$ cat config.mk
export PLATFORM = sky130hd
export DESIGN_NAME = bst_tap
export DESIGN_NICKNAME = d
export VERILOG_FILES = /design/src/pkg/bst_pkg.sv /design/src/logic/bst_sync.sv /design/src/logic/bst_tap.sv
export SDC_FILE = /design/constraint.sdc
export NUM_CORES = 1
export LEC_CHECK = 0
export ABC_AREA = 1
export BUFFER_PORTS_ARGS = -buffer_cell sky130_fd_sc_hd__buf_4
export CORE_MARGIN = 3
export CORE_UTILIZATION = 50
export CTS_BUF_LIST = sky130_fd_sc_hd__clkbuf_4 sky130_fd_sc_hd__clkbuf_8
export CTS_CLUSTER_SIZE = 20
export DETAILED_ROUTE_END_ITERATION = 12
export GPL_ROUTABILITY_DRIVEN = 0
export PLACE_DENSITY_LB_ADDON = 0.1
export RECOVER_POWER = 100
export REMOVE_ABC_BUFFERS = 1
export SYNTH_ARGS = -nofsm -noshare
export SYNTH_HDL_FRONTEND = slang
export SYNTH_HIERARCHICAL = 1
export SYNTH_SLANG_ARGS = --single-unit
$ cat constraint.sdc
create_clock -name CLK_SYS -period 1.55 [get_ports CLK_SYS]
set_input_delay 0.0775 -clock CLK_SYS [delete_from_list [all_inputs] [get_ports CLK_SYS]]
set_output_delay 0.0775 -clock CLK_SYS [all_outputs]
set_load 0.02 [all_outputs]
$ cat src/pkg/bst_pkg.sv
`default_nettype none
package bst_pkg;

  // ---------------------------------------------------------------
  // Instruction register
  // ---------------------------------------------------------------
  localparam int          IR_WIDTH      = 3;
  localparam logic [2:0]  IR_EXTEST     = 3'h0;
  localparam logic [2:0]  IR_IDCODE     = 3'h1;
  localparam logic [2:0]  IR_SAMPLE     = 3'h2;
  localparam logic [2:0]  IR_CLAMP      = 3'h3;
  localparam logic [2:0]  IR_HIGHZ      = 3'h4;
  localparam logic [2:0]  IR_BYPASS     = 3'h7;
  localparam logic [2:0]  IR_CAPTURE    = 3'h1;
  localparam logic [2:0]  IR_RESET_VAL  = IR_IDCODE;

  // ---------------------------------------------------------------
  // Identification register layout
  // ---------------------------------------------------------------
  localparam int          ID_WIDTH      = 32;
  localparam int          ID_MFR_LSB    = 1;
  localparam int          ID_PART_LSB   = 12;
  localparam int          ID_VER_LSB    = 28;
  localparam int          BSR_LEN_DEF   = 46;

  // ---------------------------------------------------------------
  // Controller states
  // ---------------------------------------------------------------
  typedef enum logic [3:0] {
    ST_RESET, ST_IDLE, ST_SEL_DR, ST_CAP_DR, ST_SHIFT_DR, ST_EXIT1_DR,
    ST_PAUSE_DR, ST_EXIT2_DR, ST_UPD_DR, ST_SEL_IR, ST_CAP_IR,
    ST_SHIFT_IR, ST_EXIT1_IR, ST_PAUSE_IR, ST_EXIT2_IR, ST_UPD_IR
  } bst_state_e;

endpackage : bst_pkg
`default_nettype wire

$ cat src/logic/bst_sync.sv
`default_nettype none
module bst_sync
  import bst_pkg::*;
#(
  parameter int WIDTH = 4
) (
  input  wire logic             clk,
  input  wire logic             rst_n,
  input  wire logic [WIDTH-1:0] d,
  output var  logic [WIDTH-1:0] q
);

  logic [WIDTH-1:0] meta_reg;

  // The first stage is read only by the second stage.
  always_ff @(posedge clk) begin
    if (!rst_n) begin
      meta_reg <= '0;
      q        <= '0;
    end else begin
      meta_reg <= d;
      q        <= meta_reg;
    end
  end

endmodule : bst_sync
`default_nettype wire

$ cat src/logic/bst_tap.sv
`default_nettype none
module bst_tap
  import bst_pkg::*;
#(
  parameter int          BSR_LEN  = BSR_LEN_DEF,
  parameter logic [10:0] MFR_CODE = 11'h001, // Arbitrary value.
  parameter logic [15:0] PART_ID  = 16'h0001, // Arbitrary value.
  parameter logic [3:0]  VERSION  = 4'h0      // Arbitrary value.
) (
  input  wire logic               CLK_SYS,
  input  wire logic               RST_N,
  input  wire logic               TEST_PORT_RESET_N,
  input  wire logic               TEST_PORT_CLOCK,
  input  wire logic               TEST_PORT_MODE_SELECT,
  input  wire logic               TEST_PORT_SERIAL_IN,
  output var  logic               TEST_PORT_SERIAL_OUT,
  output var  logic               TEST_PORT_SERIAL_OE,
  input  wire logic [BSR_LEN-1:0] PIN_SAMPLE,
  input  wire logic [BSR_LEN-1:0] CORE_OUT,
  output var  logic [BSR_LEN-1:0] PIN_OUT,
  output var  logic               PIN_OUT_EN,
  output var  logic [IR_WIDTH-1:0] CUR_INSTR,
  output var  logic [3:0]         TAP_STATE
);

  // ---------------------------------------------------------------
  // Pin synchronisation and edge detection
  // ---------------------------------------------------------------
  logic [3:0] pin_s;
  logic       tck_d_reg;
  logic       trst_n_s;
  logic       tck_s;
  logic       tms_s;
  logic       tdi_s;
  logic       rise;
  logic       fall;

  bst_sync #(.WIDTH(4)) u_sync (
    .clk   (CLK_SYS),
    .rst_n (RST_N),
    .d     ({TEST_PORT_RESET_N, TEST_PORT_CLOCK, TEST_PORT_MODE_SELECT,
             TEST_PORT_SERIAL_IN}),
    .q     (pin_s)
  );

  assign trst_n_s = pin_s[3];
  assign tck_s    = pin_s[2];
  assign tms_s    = pin_s[1];
  assign tdi_s    = pin_s[0];

  always_ff @(posedge CLK_SYS) begin
    if (!RST_N) tck_d_reg <= 1'b0;
    else        tck_d_reg <= tck_s;
  end

  // Mode select and serial in are sampled at the same synchronised edge as the clock.
  assign rise = tck_s & ~tck_d_reg;
  assign fall = ~tck_s & tck_d_reg;

  // ---------------------------------------------------------------
  // Controller state machine
  // ---------------------------------------------------------------
  bst_state_e state_reg;
  bst_state_e state_next;
  logic       tap_rst;

  // Test reset acts through the synchroniser; this trades two cycles of latency
  // for a single clock domain, still independent of the test clock.
  assign tap_rst = !RST_N || !trst_n_s;

  always_comb begin
    state_next = state_reg;
    unique case (state_reg)
      ST_RESET:    state_next = tms_s ? ST_RESET    : ST_IDLE;
      ST_IDLE:     state_next = tms_s ? ST_SEL_DR   : ST_IDLE;
      ST_SEL_DR:   state_next = tms_s ? ST_SEL_IR   : ST_CAP_DR;
      ST_CAP_DR:   state_next = tms_s ? ST_EXIT1_DR : ST_SHIFT_DR;
      ST_SHIFT_DR: state_next = tms_s ? ST_EXIT1_DR : ST_SHIFT_DR;
      ST_EXIT1_DR: state_next = tms_s ? ST_UPD_DR   : ST_PAUSE_DR;
      ST_PAUSE_DR: state_next = tms_s ? ST_EXIT2_DR : ST_PAUSE_DR;
      ST_EXIT2_DR: state_next = tms_s ? ST_UPD_DR   : ST_SHIFT_DR;
      ST_UPD_DR:   state_next = tms_s ? ST_SEL_DR   : ST_IDLE;
      ST_SEL_IR:   state_next = tms_s ? ST_RESET    : ST_CAP_IR;
      ST_CAP_IR:   state_next = tms_s ? ST_EXIT1_IR : ST_SHIFT_IR;
      ST_SHIFT_IR: state_next = tms_s ? ST_EXIT1_IR : ST_SHIFT_IR;
      ST_EXIT1_IR: state_next = tms_s ? ST_UPD_IR   : ST_PAUSE_IR;
      ST_PAUSE_IR: state_next = tms_s ? ST_EXIT2_IR : ST_PAUSE_IR;
      ST_EXIT2_IR: state_next = tms_s ? ST_UPD_IR   : ST_SHIFT_IR;
      ST_UPD_IR:   state_next = tms_s ? ST_SEL_DR   : ST_IDLE;
    endcase
  end

  always_ff @(posedge CLK_SYS) begin
    if (tap_rst)   state_reg <= ST_RESET;
    else if (rise) state_reg <= state_next;
  end

  // ---------------------------------------------------------------
  // Instruction register
  // ---------------------------------------------------------------
  logic [IR_WIDTH-1:0] ir_shift_reg;
  logic [IR_WIDTH-1:0] ir_reg;

  always_ff @(posedge CLK_SYS) begin
    if (tap_rst) begin
      ir_shift_reg <= IR_CAPTURE;
    end else if (rise) begin
      if (state_reg == ST_CAP_IR) ir_shift_reg <= IR_CAPTURE;
      else if (state_reg == ST_SHIFT_IR)
        ir_shift_reg <= {tdi_s, ir_shift_reg[IR_WIDTH-1:1]};
    end
  end

  always_ff @(posedge CLK_SYS) begin
    if (tap_rst)                                ir_reg <= IR_RESET_VAL;
    else if (state_reg == ST_RESET)             ir_reg <= IR_RESET_VAL;
    else if (fall && state_reg == ST_UPD_IR)    ir_reg <= ir_shift_reg;
  end

  // ---------------------------------------------------------------
  // Data registers
  // ---------------------------------------------------------------
  logic                bypass_reg;
  logic [ID_WIDTH-1:0] id_reg;
  logic [BSR_LEN-1:0]  bsr_shift_reg;
  logic [BSR_LEN-1:0]  bsr_latch_reg;
  logic [ID_WIDTH-1:0] id_value;
  logic                sel_bsr;
  logic                sel_id;

  assign id_value = {VERSION, PART_ID, MFR_CODE, 1'b1};

  // Unlisted codes fall back to bypass, as the standard requires.
  assign sel_bsr = (ir_reg == IR_EXTEST) || (ir_reg == IR_SAMPLE);
  assign sel_id  = (ir_reg == IR_IDCODE);

  // Only the selected register moves; all others hold in every state.
  always_ff @(posedge CLK_SYS) begin
    if (tap_rst) begin
      bypass_reg    <= 1'b0;
      id_reg        <= '0;
      bsr_shift_reg <= '0;
    end else if (rise) begin
      if (state_reg == ST_CAP_DR) begin
        if (sel_bsr)     bsr_shift_reg <= PIN_SAMPLE;
        else if (sel_id) id_reg        <= id_value;
        else             bypass_reg    <= 1'b0;
      end else if (state_reg == ST_SHIFT_DR) begin
        if (sel_bsr)     bsr_shift_reg <= {tdi_s, bsr_shift_reg[BSR_LEN-1:1]};
        else if (sel_id) id_reg        <= {tdi_s, id_reg[ID_WIDTH-1:1]};
        else             bypass_reg    <= tdi_s;
      end
    end
  end

  always_ff @(posedge CLK_SYS) begin
    if (tap_rst) bsr_latch_reg <= '0;
    else if (fall && state_reg == ST_UPD_DR && sel_bsr)
      bsr_latch_reg <= bsr_shift_reg;
  end

  // ---------------------------------------------------------------
  // Serial output, changed on the falling test clock edge
  // ---------------------------------------------------------------
  always_ff @(posedge CLK_SYS) begin
    if (tap_rst) begin
      TEST_PORT_SERIAL_OUT <= 1'b0;
      TEST_PORT_SERIAL_OE  <= 1'b0;
    end else if (fall) begin
      TEST_PORT_SERIAL_OE <= (state_reg == ST_SHIFT_DR) || (state_reg == ST_SHIFT_IR);
      if (state_reg == ST_SHIFT_IR) TEST_PORT_SERIAL_OUT <= ir_shift_reg[0];
      else if (sel_bsr)             TEST_PORT_SERIAL_OUT <= bsr_shift_reg[0];
      else if (sel_id)              TEST_PORT_SERIAL_OUT <= id_reg[0];
      else                          TEST_PORT_SERIAL_OUT <= bypass_reg;
    end
  end

  // ---------------------------------------------------------------
  // Pin control
  // ---------------------------------------------------------------
  always_ff @(posedge CLK_SYS) begin
    if (!RST_N) begin
      PIN_OUT    <= '0;
      PIN_OUT_EN <= 1'b1;
      CUR_INSTR  <= IR_RESET_VAL;
      TAP_STATE  <= 4'h0;
    end else begin
      // Normal system logic drives the pins unless extest or clamp is current.
      PIN_OUT    <= (ir_reg == IR_EXTEST || ir_reg == IR_CLAMP) ? bsr_latch_reg
                                                                : CORE_OUT;
      PIN_OUT_EN <= (ir_reg != IR_HIGHZ);
      CUR_INSTR  <= ir_reg;
      TAP_STATE  <= state_reg;
    end
  end

  // ---------------------------------------------------------------
  // Checks
  // ---------------------------------------------------------------
  // Transition checks look one cycle after the detected rise, when the state
  // register has moved; the mode select level of the rise is then the past value.
  chk_trst_state: assert property (
    @(posedge CLK_SYS) disable iff (!RST_N)
    !trst_n_s |=> state_reg == ST_RESET && ir_reg == IR_IDCODE)
    else $error("test reset did not force reset state");
  chk_no_edge_hold: assert property (
    @(posedge CLK_SYS) disable iff (tap_rst)
    !rise |=> $stable(state_reg))
    else $error("state moved without a test clock rise");
  chk_reset_exit: assert property (
    @(posedge CLK_SYS) disable iff (tap_rst)
    rise && state_reg == ST_RESET |=> state_reg == ($past(tms_s) ? ST_RESET : ST_IDLE))
    else $error("test-logic-reset transition wrong");
  chk_idle_exit: assert property (
    @(posedge CLK_SYS) disable iff (tap_rst)
    rise && state_reg == ST_IDLE |=> state_reg == ($past(tms_s) ? ST_SEL_DR : ST_IDLE))
    else $error("run-test-idle transition wrong");
  chk_sel_dr: assert property (
    @(posedge CLK_SYS) disable iff (tap_rst)
    rise && state_reg == ST_SEL_DR |=> state_reg == ($past(tms_s) ? ST_SEL_IR : ST_CAP_DR))
    else $error("select-DR transition wrong");
  chk_cap_dr_next: assert property (
    @(posedge CLK_SYS) disable iff (tap_rst)
    rise && state_reg == ST_CAP_DR
      |=> state_reg == ($past(tms_s) ? ST_EXIT1_DR : ST_SHIFT_DR))
    else $error("capture-DR transition wrong");
  chk_exit1_dr: assert property (
    @(posedge CLK_SYS) disable iff (tap_rst)
    rise && state_reg == ST_EXIT1_DR
      |=> state_reg == ($past(tms_s) ? ST_UPD_DR : ST_PAUSE_DR))
    else $error("exit1-DR transition wrong");
  chk_pause_dr: assert property (
    @(posedge CLK_SYS) disable iff (tap_rst)
    rise && state_reg == ST_PAUSE_DR
      |=> state_reg == ($past(tms_s) ? ST_EXIT2_DR : ST_PAUSE_DR))
    else $error("pause-DR transition wrong");
  chk_exit2_dr: assert property (
    @(posedge CLK_SYS) disable iff (tap_rst)
    rise && state_reg == ST_EXIT2_DR
      |=> state_reg == ($past(tms_s) ? ST_UPD_DR : ST_SHIFT_DR))
    else $error("exit2-DR transition wrong");
  chk_sel_ir: assert property (
    @(posedge CLK_SYS) disable iff (tap_rst)
    rise && state_reg == ST_SEL_IR |=> state_reg == ($past(tms_s) ? ST_RESET : ST_CAP_IR))
    else $error("select-IR transition wrong");
  chk_exit1_ir: assert property (
    @(posedge CLK_SYS) disable iff (tap_rst)
    rise && state_reg == ST_EXIT1_IR
      |=> state_reg == ($past(tms_s) ? ST_UPD_IR : ST_PAUSE_IR))
    else $error("exit1-IR transition wrong");
  chk_pause_ir: assert property (
    @(posedge CLK_SYS) disable iff (tap_rst)
    rise && state_reg == ST_PAUSE_IR
      |=> state_reg == ($past(tms_s) ? ST_EXIT2_IR : ST_PAUSE_IR))
    else $error("pause-IR transition wrong");
  chk_exit2_ir: assert property (
    @(posedge CLK_SYS) disable iff (tap_rst)
    rise && state_reg == ST_EXIT2_IR
      |=> state_reg == ($past(tms_s) ? ST_UPD_IR : ST_SHIFT_IR))
    else $error("exit2-IR transition wrong");
  chk_upd_ir_next: assert property (
    @(posedge CLK_SYS) disable iff (tap_rst)
    rise && state_reg == ST_UPD_IR |=> state_reg == ($past(tms_s) ? ST_SEL_DR : ST_IDLE))
    else $error("update-IR transition wrong");
  chk_cap_ir: assert property (
    @(posedge CLK_SYS) disable iff (tap_rst)
    rise && state_reg == ST_CAP_IR |=> ir_shift_reg[1:0] == 2'b01)
    else $error("capture-IR pattern wrong");
  chk_ir_update: assert property (
    @(posedge CLK_SYS) disable iff (tap_rst)
    fall && state_reg == ST_UPD_IR |=> ir_reg == $past(ir_shift_reg))
    else $error("instruction not latched on update");
  chk_ir_hold: assert property (
    @(posedge CLK_SYS) disable iff (tap_rst)
    state_reg == ST_SHIFT_IR |=> $stable(ir_reg))
    else $error("instruction changed during shift");
  chk_idle_hold: assert property (
    @(posedge CLK_SYS) disable iff (tap_rst)
    state_reg == ST_IDLE
      |=> $stable(id_reg) && $stable(ir_reg) && $stable(bsr_shift_reg) && $stable(bypass_reg))
    else $error("registers changed in idle");
  chk_id_capture: assert property (
    @(posedge CLK_SYS) disable iff (tap_rst)
    rise && state_reg == ST_CAP_DR && sel_id |=> id_reg == id_value && id_reg[0])
    else $error("identification not captured");
  chk_bypass_shift: assert property (
    @(posedge CLK_SYS) disable iff (tap_rst)
    rise && state_reg == ST_SHIFT_DR && !sel_bsr && !sel_id |=> bypass_reg == $past(tdi_s))
    else $error("bypass stage did not take serial in");
  chk_shift_oe: assert property (
    @(posedge CLK_SYS) disable iff (tap_rst)
    fall && state_reg == ST_SHIFT_DR |=> TEST_PORT_SERIAL_OE)
    else $error("serial out not driven while shifting");
  chk_bsr_latch: assert property (
    @(posedge CLK_SYS) disable iff (tap_rst)
    state_reg == ST_SHIFT_DR |=> $stable(bsr_latch_reg))
    else $error("boundary latch changed while shifting");
  chk_clamp_pins: assert property (
    @(posedge CLK_SYS) disable iff (!RST_N)
    ir_reg == IR_CLAMP |=> PIN_OUT == $past(bsr_latch_reg))
    else $error("clamp did not drive outputs from the latch");
  chk_highz_pins: assert property (
    @(posedge CLK_SYS) disable iff (!RST_N)
    ir_reg == IR_HIGHZ [*2] |=> !PIN_OUT_EN)
    else $error("highz did not float outputs");

endmodule : bst_tap
`default_nettype wire

After elaboration in Yosys (flattened, before gate mapping)
Index checks and enable logic that the tools add are counted.

storage, ports and cells
  bits in registers = 200
  input bits = 98
  output and inout port bits = 56

operators by class
  equality and inequality tests = 27
  multiplexer cells = 35
  bitwise gates (word level) = 4
  reduce and logical (&&, ||, !) cells = 21

operators with widths
  operator                                       count
  two-way mux 46 bit                             5
  two-way mux 32 bit                             6
  one-hot mux 4 bit (12 select lines)            1
  == test 4 bit, second input constant           8
  == test 4 x 3 -> 1 bit, second input constant  4
  two-way mux 4 bit                              4
  != test 2 bit, second input constant           8
  two-way mux 1 bit                              12
  two-way mux 3 bit                              4
  AND reduction 6 bit                            2
  == test 4 x 2 -> 1 bit, second input constant  2
  == test 3 x 2 -> 1 bit, second input constant  2
  two-way mux 2 bit                              3
  OR reduction 2 bit                             3
  == test 4 x 1 -> 1 bit, second input constant  1
  logical NOT 4 bit                              1
  logical OR 1 bit                               4
  AND reduction 4 bit                            1
  nonzero test 2 bit                             2
  == test 3 x 1 -> 1 bit, second input constant  1
  logical AND 1 bit                              3
  logical NOT 3 bit                              1
  != test 3 bit, second input constant           1
  OR reduction 3 bit                             1
  4 further kinds                                7

Longest topological paths before layout
Gate-level depths: netlist of run 1.

  depth in word-level cells = 5
  mapped depth = 12
  depth with buffers taken out = 10

Modules after synthesis
Netlist of run 1, hierarchy kept.

modules (own cells, without submodules)
  module    times used  cells each  area an instance (um2)
  bst_tap   1           1104        7846.3
  bst_sync  1           25          225.2

Worst setup path before layout of run 1
OpenSTA, ideal clock, no wires.

  path type = register to register
  start = reg state_reg[1]
  end = reg id_reg[19]
  library setup time = 115 ps
  arrival time = 1297 ps
  slack = 137 ps
  stages on the path, launching flop included = 12
  path buffers = 2
  period minus slack after synthesis = 1413 ps
  cells stage by stage = dfxtp_1 buf_4 nand2_2 inv_2 nand2_4 nand2_2 nand2_4 inv_2 nand2_1 buf_2 nand2_1 and3_1

between the ends
  word-level cells in the longest chain between the ends = 3
  elaborated cells between the ends (all ways) = 9

ends and longest elaborated chain
  item                                                              RTL line                        RTL
  from (decl)                                                       bst_tap.sv:63                   bst_state_e state_reg;
  from (signal assigned)                                            bst_tap.sv:95                   else if (rise) state_reg <= state_next;
  == test 4 x 3 -> 1 bit or == test 4 x 2 -> 1 bit (tied branches)  bst_tap.sv:148, bst_tap.sv:144
  != test 2 bit (no line) or nonzero test 2 bit (tied branches)     --
  AND reduction 6 bit (no line)                                     --
  to (signal assigned)                                              bst_tap.sv:146                  else if (sel_id) id_reg <= id_value;
  to (signal assigned)                                              bst_tap.sv:150                  else if (sel_id) id_reg <= {tdi_s, id_reg[ID_WIDTH-1:1]};
  to (decl)                                                         bst_tap.sv:124                  logic [ID_WIDTH-1:0] id_reg;

Several ways; a longest one is shown, not always the timed one.
A chain may end at the register's enable or synchronous reset.

Final worst setup path of run 1
  start = reg state_reg[2]
  end = reg bsr_latch_reg[4]

between the ends
  word-level cells in the longest chain between the ends = 3

ends and longest elaborated chain
  item                             RTL line        RTL
  == test 4 bit                    bst_tap.sv:158  else if (fall && state_reg == ST_UPD_DR && sel_bsr)
  logical AND 1 bit (2 in series)  bst_tap.sv:158
  to (signal assigned)             bst_tap.sv:159  bsr_latch_reg <= bsr_shift_reg;
  to (decl)                        bst_tap.sv:126  logic [BSR_LEN-1:0] bsr_latch_reg;

Every way passes these cells.

==> results of run 1 <==
cell type report:
cell class	count	area (um^2)	area share, %
clock buffers	19	249.0	2.227
inverters	76	292.8	2.619
multi-input cells	783	3521	31.49
flip-flops and latches	200	4016	35.92
well taps	211	264.0	2.361
repair buffers	302	2564	22.93
clock inverters	13	274.0	2.451
power by group through the flow:
stage | registers (mW) | logic (mW) | clock network, mW
after global placement | 5.35 | 0.495 | 0
after floorplan | 5.43 | 0.0808 | 0
final | 5.23 | 0.657 | 4.27
after detailed placement | 5.35 | 0.499 | 0
after CTS | 5.23 | 0.699 | 4.31
after global routing | 5.24 | 0.703 | 4.48
routing by layer:
layer,vias up,share of wire [%],global-route usage [%]
met4,0,1.7,6.005
met2,236,48,39.56
met5,-,0,0
met1,3638,44,30.42
li1,4035,-,-
met3,33,5.5,5.133
cell families (layout without fill, tap and decap cells):
kind of cell	count (synthesis)	in the layout	share of synthesized area [%]
AOI/OAI and AO/OA	188	188	11.70
buffers and inverters	146	410	8.557
DFF	200	200	49.60
and+or+nand+nor	595	595	30.13
critical path, stage by stage, from the launching register on:
cell	delay (ns)
dfxtp_4	0.38
buf_6	0.14
nor2_4	0.12
nand2_4	0.08
nor3_4	0.21
buf_6	0.14
inv_4	0.07
buf_6	0.17
nor2_1	0.11
nor2_1	0.06
cells in the final DEF, fill, tap and decap left out, types with 4 or more instances in the layout:
cell type / count
nor2_1: 249
nand2_1: 231
dfxtp_1: 196
o21ai_0: 120
buf_4: 118
dlygate4sd3_1: 96
inv_1: 67
clkbuf_1: 57
o21ai_1: 54
nor2_2: 45
and3_1: 27
nand3_1: 25
clkbuf_8: 17
a21oi_1: 12
buf_12: 12
bufinv_16: 8
buf_6: 8
nor2_4: 7
inv_2: 6
clkbuf_4: 5
clkbuf_16: 4
what timing repair did:
| action | 4_1_cts | 5_1_grt |
|---|---|---|
| gates resized for setup | 3 | 79 |
| endpoints found under the hold margin | 96 | 0 |
| cloned | 0 | 8 |
| setup buffers | 0 | 4 |
| pin swaps | 0 | 6 |
| hold buffers | 96 | 0 |
| setup endpoints to repair | 82 | 116 |
final timing paths:
path                           start               end  slack [ns]  cells after the start
setup / recovery        state_reg[2]  bsr_latch_reg[4]       -0.03                      9
hold / removal                 RST_N      state_reg[1]        0.11                      3
setup reg to reg        state_reg[2]  bsr_latch_reg[4]       -0.03                      9
hold reg to reg   u_sync/meta_reg[1]       u_sync/q[1]        0.42                      2
==> Flow_metrics.wiki, run 1 <==
{| class="wikitable"
! Metric !! Value
|-
| Result of the run || finished with violations
|-
| Violated checks || setup timing
|-
| Detail Placement HPWL || 12.38 mm
|-
| Total length of routed wires || 22.46 mm
|-
| Share of post-route cells with drive strength above 1 || 18.31%
|-
| Total number of placement rows || 45
|-
| Number of buffers inserted by port buffering || 153
|-
| Cell types with the largest area share after synthesis || dfxtp_1 (50%), nor2_1 (14%), nand2_1 (11%)
|-
| Area growth from synthesis to layout || 38.52%
|-
| Post-route clock period utilization || 101.6%
|-
| Die boundary height || 133.1 um
|-
| Fin Clk Skew || 0.01279 ns
|-
| Min-delay worst type || in -> reg
|-
| Top post-synthesis cells by count || nor2_1 (296), nand2_1 (231), dfxtp_1 (200)
|-
| Most area-hungry cell type in the Yosys netlist || dfxtp_1
|-
| Flops & latches, synth || 200
|-
| Drt first pass iters || 5
|-
| Max-slew headroom at the worst pin || 23.92%
|-
| TritonCTS clock tree || yes
|-
| Maximum fanout count along the critical path || 11
|-
| Data arrival, critical path || 1.94 ns
|-
| Area share of the leading cell type in the synthesized netlist || 49.60%
|-
| Max-cap violation count || 0
|-
| # nets final || 1478
|-
| YS warnings || 6
|-
| Setup violations, final || 5
|-
| Type of the worst setup path || reg -> reg
|-
| Final-layout setup total negative slack || -0.05857 ns
|-
| Share of synthesized flip-flops with an asynchronous set or reset || 0%
|-
| Clock transition time at the flip-flop clock pins of the worst setup and hold paths || 0.10 ns
|-
| Fillcell total || 1254
|-
| Cell area power density || 908.0 nW/um^2
|-
| Worst-skew pair later-pin latency || 0.47 ns
|-
| Effective utilization at floorplan || 52.13%
|-
| Number of cells after detailed placement || 1464
|-
| Deepest level of the CTS H-tree || 4
|-
| Final design area excluding fillers || 11180 um^2
|-
| Count of placed standard cells in the final layout, fillers left out || 1604
|-
| Global routing usage summed across all routing layers || 23.40%
|-
| Initial antenna violation count || 0
|-
| Leakage dissipation || 5.667 nW
|-
| Tightest Pin Transition || 1.141 ns
|-
| Crit end category || flop
|-
| Relative contribution of sequential cells to total power || 51.5%
|-
| Most numerous cell in the Yosys netlist || nor2_1
|-
| Average detailed-routed wire length per instance || 14.00 um
|-
| Number of antenna cells inserted || 0
|-
| Longest Clk Path Bufs || 2
|-
| RSZ-0062 raised after global routing || yes
|-
| Number of global-route vias before repair || 7331
|-
| Power dissipated by switching net loads || 2.136 mW
|-
| Clk pwr share || 42.0%
|-
| Antenna Violating Nets Remaining || 0
|-
| Largest net degree at the start of global routing || 106
|-
| Synth Flop Type || dfxtp_1
|-
| Largest voltage drop on the vdd net || 0.0007625 V
|-
| Post-route minimum period || 1.575 ns
|-
| DRC Markers || 0
|-
| Mapped Avg Cell Area || 7.149 um^2
|-
| Max-slew violation count || 0
|-
| Total internal power || 8.016 mW
|-
| Fin util || 72.21%
|-
| Net switching fraction of the power || 21.04%
|-
| Fin. Hold Viols || 0
|-
| Portion of the post-synthesis area used by sequential elements || 49.60%
|-
| Core area || 15480 um^2
|-
| Total number of vias || 7942
|-
| DP Area || 9530 um^2
|-
| Worst path required time || 1.92 ns
|-
| Fmax || 0.6349 GHz
|-
| Post-Syn Instances || 1129
|-
| Fraction of power consumed by combinational cells || 6.5%
|-
| Worst-case setup margin in the final layout || -0.02506 ns
|-
| CTS Sinks || 200
|-
| First-pass GRT wire length || 34.58 mm
|-
| Pwr Total || 10.15 mW
|-
| Startpoint Class || flop
|-
| Post-synth EDFFs || 0
|-
| Total Die Area || 17700 um^2
|-
| Post-Syn Area || 8071 um^2
|-
| Violation count after the first detailed-route iteration || 540
|-
| I/O Pins || 154
|-
| Number of buffers created by CTS || 17
|-
| Setup WS pre-CTS || -0.008192 ns
|-
| Chip width || 133.1 um
|-
| Fin Hold WS || 0.1098 ns
|-
| Cell chosen for the clock root || clkbuf_8
|-
| Total congestion overflow || 0
|-
| Via density || 4.951
|-
| Count of cell types in the netlist || 27
|}
Note: power is estimated with default switching activity, not from simulation.
==> run 2, diff against run 1 <==
--- a/config.mk
+++ b/config.mk
@@ -13,10 +13,10 @@
 export CTS_CLUSTER_SIZE = 20
 export DETAILED_ROUTE_END_ITERATION = 12
 export GPL_ROUTABILITY_DRIVEN = 0
+export GPL_TIMING_DRIVEN = 0
 export PLACE_DENSITY_LB_ADDON = 0.1
 export RECOVER_POWER = 100
 export REMOVE_ABC_BUFFERS = 1
 export SYNTH_ARGS = -nofsm -noshare
 export SYNTH_HDL_FRONTEND = slang
-export SYNTH_HIERARCHICAL = 1
 export SYNTH_SLANG_ARGS = --single-unit
==> Flow_metrics.wiki, run 2 <==
{| class="wikitable"
! Metric !! Value
|-
| Chip width || 132.4 um (-0.50%)
|-
| Initial antenna violation count || 0 (unchanged)
|-
| Count of cell types in the netlist || 29 (+7.4%)
|-
| Number of buffers created by CTS || 17 (unchanged)
|-
| Post-synth EDFFs || 0 (unchanged)
|-
| Violated checks || setup timing
|-
| Most area-hungry cell type in the Yosys netlist || dfxtp_1
|-
| I/O Pins || 154 (unchanged)
|-
| Fmax || 0.5787 GHz (-8.8%)
|-
| Detail Placement HPWL || 11.22 mm (-9.4%)
|-
| Fin. Hold Viols || 0 (unchanged)
|-
| Global routing usage summed across all routing layers || 27.36% (+4.0 points)
|-
| Post-Syn Area || 7986 um^2 (-1.1%)
|-
| Drt first pass iters || 5 (unchanged)
|-
| Total Die Area || 17530 um^2 (-1.0%)
|-
| Data arrival, critical path || 2.13 ns (+0.19 ns)
|-
| Crit end category || flop
|-
| Sequential Area || 4020 um^2 (about the same)
|-
| Antenna Violating Nets Remaining || 0 (unchanged)
|-
| Final design area excluding fillers || 11870 um^2 (+6.2%)
|-
| Most numerous cell in the Yosys netlist || nor2_1
|-
| Post-route minimum period || 1.728 ns (+0.1528 ns)
|-
| Cell types with the largest area share after synthesis || dfxtp_1 (50%), nor2_1 (14%), nand2_1 (11%)
|-
| Share of post-route cells with drive strength above 1 || 24.52% (+6.2 points)
|-
| Top post-synthesis cells by count || nor2_1 (301), nand2_1 (230), dfxtp_1 (200)
|-
| Mapped Avg Cell Area || 7.086 um^2 (-0.88%)
|-
| Deepest level of the CTS H-tree || 4 (unchanged)
|-
| Number of antenna cells inserted || 0 (unchanged)
|-
| Flops & latches, synth || 200 (unchanged)
|-
| Maximum fanout count along the critical path || 5 (-6)
|-
| Total congestion overflow || 0 (unchanged)
|-
| Max-cap violation count || 0 (unchanged)
|-
| CTS Sinks || 200 (unchanged)
|-
| Max-slew headroom at the worst pin || 58.65% (+35 points)
|-
| First-pass GRT wire length || 39.31 mm (+14%)
|-
| Via density || 5.165 (+4.3%)
|-
| Type of the worst setup path || reg -> reg
|-
| Violation count after the first detailed-route iteration || 750 (+39%)
|-
| # nets final || 1496 (+1.2%)
|-
| Largest net degree at the start of global routing || 128 (+21%)
|-
| Total length of routed wires || 26.88 mm (+20%)
|-
| GR peak layer || met2
|-
| Count of placed standard cells in the final layout, fillers left out || 1622 (+1.1%)
|-
| Met1 usage in global routing || 35.62% (+5.2 points)
|-
| DRC Markers || 0 (unchanged)
|-
| Core area || 15430 um^2 (-0.36%)
|-
| Number of cells after detailed placement || 1425 (-2.7%)
|-
| Number of global-route vias before repair || 7843 (+7.0%)
|-
| Min-delay worst type || in -> reg
|-
| Met2 track demand over resource || 46.94% (+7.4 points)
|-
| Met3 Use GR || 5.725% (+0.59 points)
|-
| Tightest Pin Transition || 0.6202 ns (-0.5211 ns)
|-
| YS warnings || 0 (-6)
|-
| Average detailed-routed wire length per instance || 16.57 um (+18%)
|-
| Combined area of the multi-input logic cells || 3821 um^2 (+8.5%)
|-
| Longest Clk Path Bufs || 2 (unchanged)
|-
| Result of the run || finished with violations
|-
| TritonCTS clock tree || yes
|-
| Synth Flop Type || dfxtp_1
|-
| Total number of placement rows || 45 (unchanged)
|-
| Most common library cell in the layout ignoring fill and taps || nor2_1
|-
| Clock transition time at the flip-flop clock pins of the worst setup and hold paths || 0.10 ns (about the same)
|-
| Number of buffers inserted by port buffering || 153 (unchanged)
|-
| Total number of vias || 8377 (+5.5%)
|-
| Largest voltage drop on the vdd net || 0.0007688 V (+0.83%)
|-
| Worst path required time || 1.95 ns (+0.03 ns)
|-
| Worst-skew pair later-pin latency || 0.46 ns (about the same)
|-
| Setup violations, final || 115 (+110)
|-
| Cell area power density || 794.3 nW/um^2 (-13%)
|-
| Die boundary height || 132.4 um (-0.50%)
|-
| Portion of the post-synthesis area used by sequential elements || 50.13% (+0.53 points)
|-
| Post-route clock period utilization || 111.5% (+9.9 points)
|-
| Max-slew violation count || 0 (unchanged)
|-
| Worst-case setup margin in the final layout || -0.1779 ns (-0.1528 ns)
|-
| Area share of the leading cell type in the synthesized netlist || 50.13% (+0.53 points)
|-
| Area growth from synthesis to layout || 48.63%
|-
| Cell chosen for the clock root || clkbuf_8
|-
| DP Area || 9117 um^2 (-4.3%)
|-
| RSZ-0062 raised after global routing || yes
|-
| Highest-count cells in the layout ignoring fill and taps || nor2_1 (282), nand2_1 (221), dfxtp_1 (195)
|-
| Share of synthesized flip-flops with an asynchronous set or reset || 0% (unchanged)
|-
| Fin Clk Skew || 0.01167 ns (-0.001115 ns)
|-
| Effective utilization at floorplan || 51.77% (-0.36 points)
|-
| Fillcell total || 1111 (-11%)
|-
| Startpoint Class || flop
|-
| Leakage dissipation || 5.989 nW (+5.7%)
|-
| Post-Syn Instances || 1127 (-0.18%)
|}
run 2: changes by cell type in the layout (fill, tap and decap cells not counted), sizes merged, moves of 2 or more:
cell,delta
clkinv,+5
nor2,+9
buf,+62
bufinv,-6
clkbuf,-57
inv,+5
nand3,-5
nand2,+3
o21ai,-2
run 2: worst max-delay path, stage by stage (launching register included):
cell and delay (ns):
dfxtp_4 0.38, nor2_4 0.15, buf_4 0.15, nand2_2 0.08
nor3_4 0.23, buf_6 0.17, buf_16 0.18, buf_12 0.13
o21ai_1 0.05, nor2_1 0.13
run 2: stage by stage:
step | setup TNS, ns | util (%) | hold WS (ns) | setup WS [ns] | power (mW)
detailed placement | -229.04 | 59.10 | 0.2671 | -2.531 | 5.839
global placement | -405.32 | 58.69 | 0.2626 | -2.978 | 5.834
finish | -9.044 | 76.94 | 0.1210 | -0.1779 | 9.428
floorplan | -145.50 | - | 0.1467 | -1.133 | 5.513
CTS | -4.189 | 74.02 | 0.08131 | -0.09589 | 9.425
global route | -18.69 | 76.94 | 0.1277 | -0.2512 | 9.700
run 2: cells by family (layout without fill, tap and decap cells):
family,after synthesis,count (layout),share of synthesized area [%]
buffers and inverters,145,420,7.943
AO/OA/AOI/OAI,187,187,11.84
AND/OR/NAND/NOR,595,604,30.08
flip-flops,200,200,50.13
run 2: repair_timing:
action	in CTS	in global routing
resized for setup	101	98
gates cloned	11	9
pin swaps	34	45
setup buffers	46	10
setup endpoints to repair	177	177
endpoints found under the hold margin	96	0
hold buffers	96	0
run 2: cell type report:
| type | count | area share (%) |
|---|---|---|
| Sequential cell | 200 | 33.87 |
| Multi-Input combinational cell | 791 | 32.19 |
| Timing Repair Buffer | 306 | 24.32 |
| Inverter | 77 | 3.331 |
| Clock buffer | 20 | 2.319 |
| Tap cell | 211 | 2.224 |
| Clock inverter | 12 | 1.191 |
| Timing Repair inverter | 5 | 0.5587 |
run 2: worst paths after layout:
kind                                          from           endpoint  slack, ns  cells past startpoint
worst min register to register  u_sync.meta_reg[1]        u_sync.q[1]       0.43                      2
worst max register to register        state_reg[1]  bsr_latch_reg[26]      -0.18                      9
worst min-delay path                         RST_N       CUR_INSTR[0]       0.12                      2
worst max-delay path                  state_reg[1]  bsr_latch_reg[26]      -0.18                      9
run 2: per-layer routing:
layer  up-vias  wire length [um]
met3        52              2017
met5         -                 0
met4         0               563
met1      3891             11120
met2       359             13180
li1       4075                 -
run 2: power breakdown:
| part | total (mW) | internal, mW | switching (mW) | leakage, nW |
|---|---|---|---|---|
| logic | 0.706 | 0.422 | 0.284 | 4.16 |
| registers | 5.23 | 5.20 | 0.0254 | 1.63 |
| clock network | 3.49 | 1.59 | 1.90 | 0.205 |
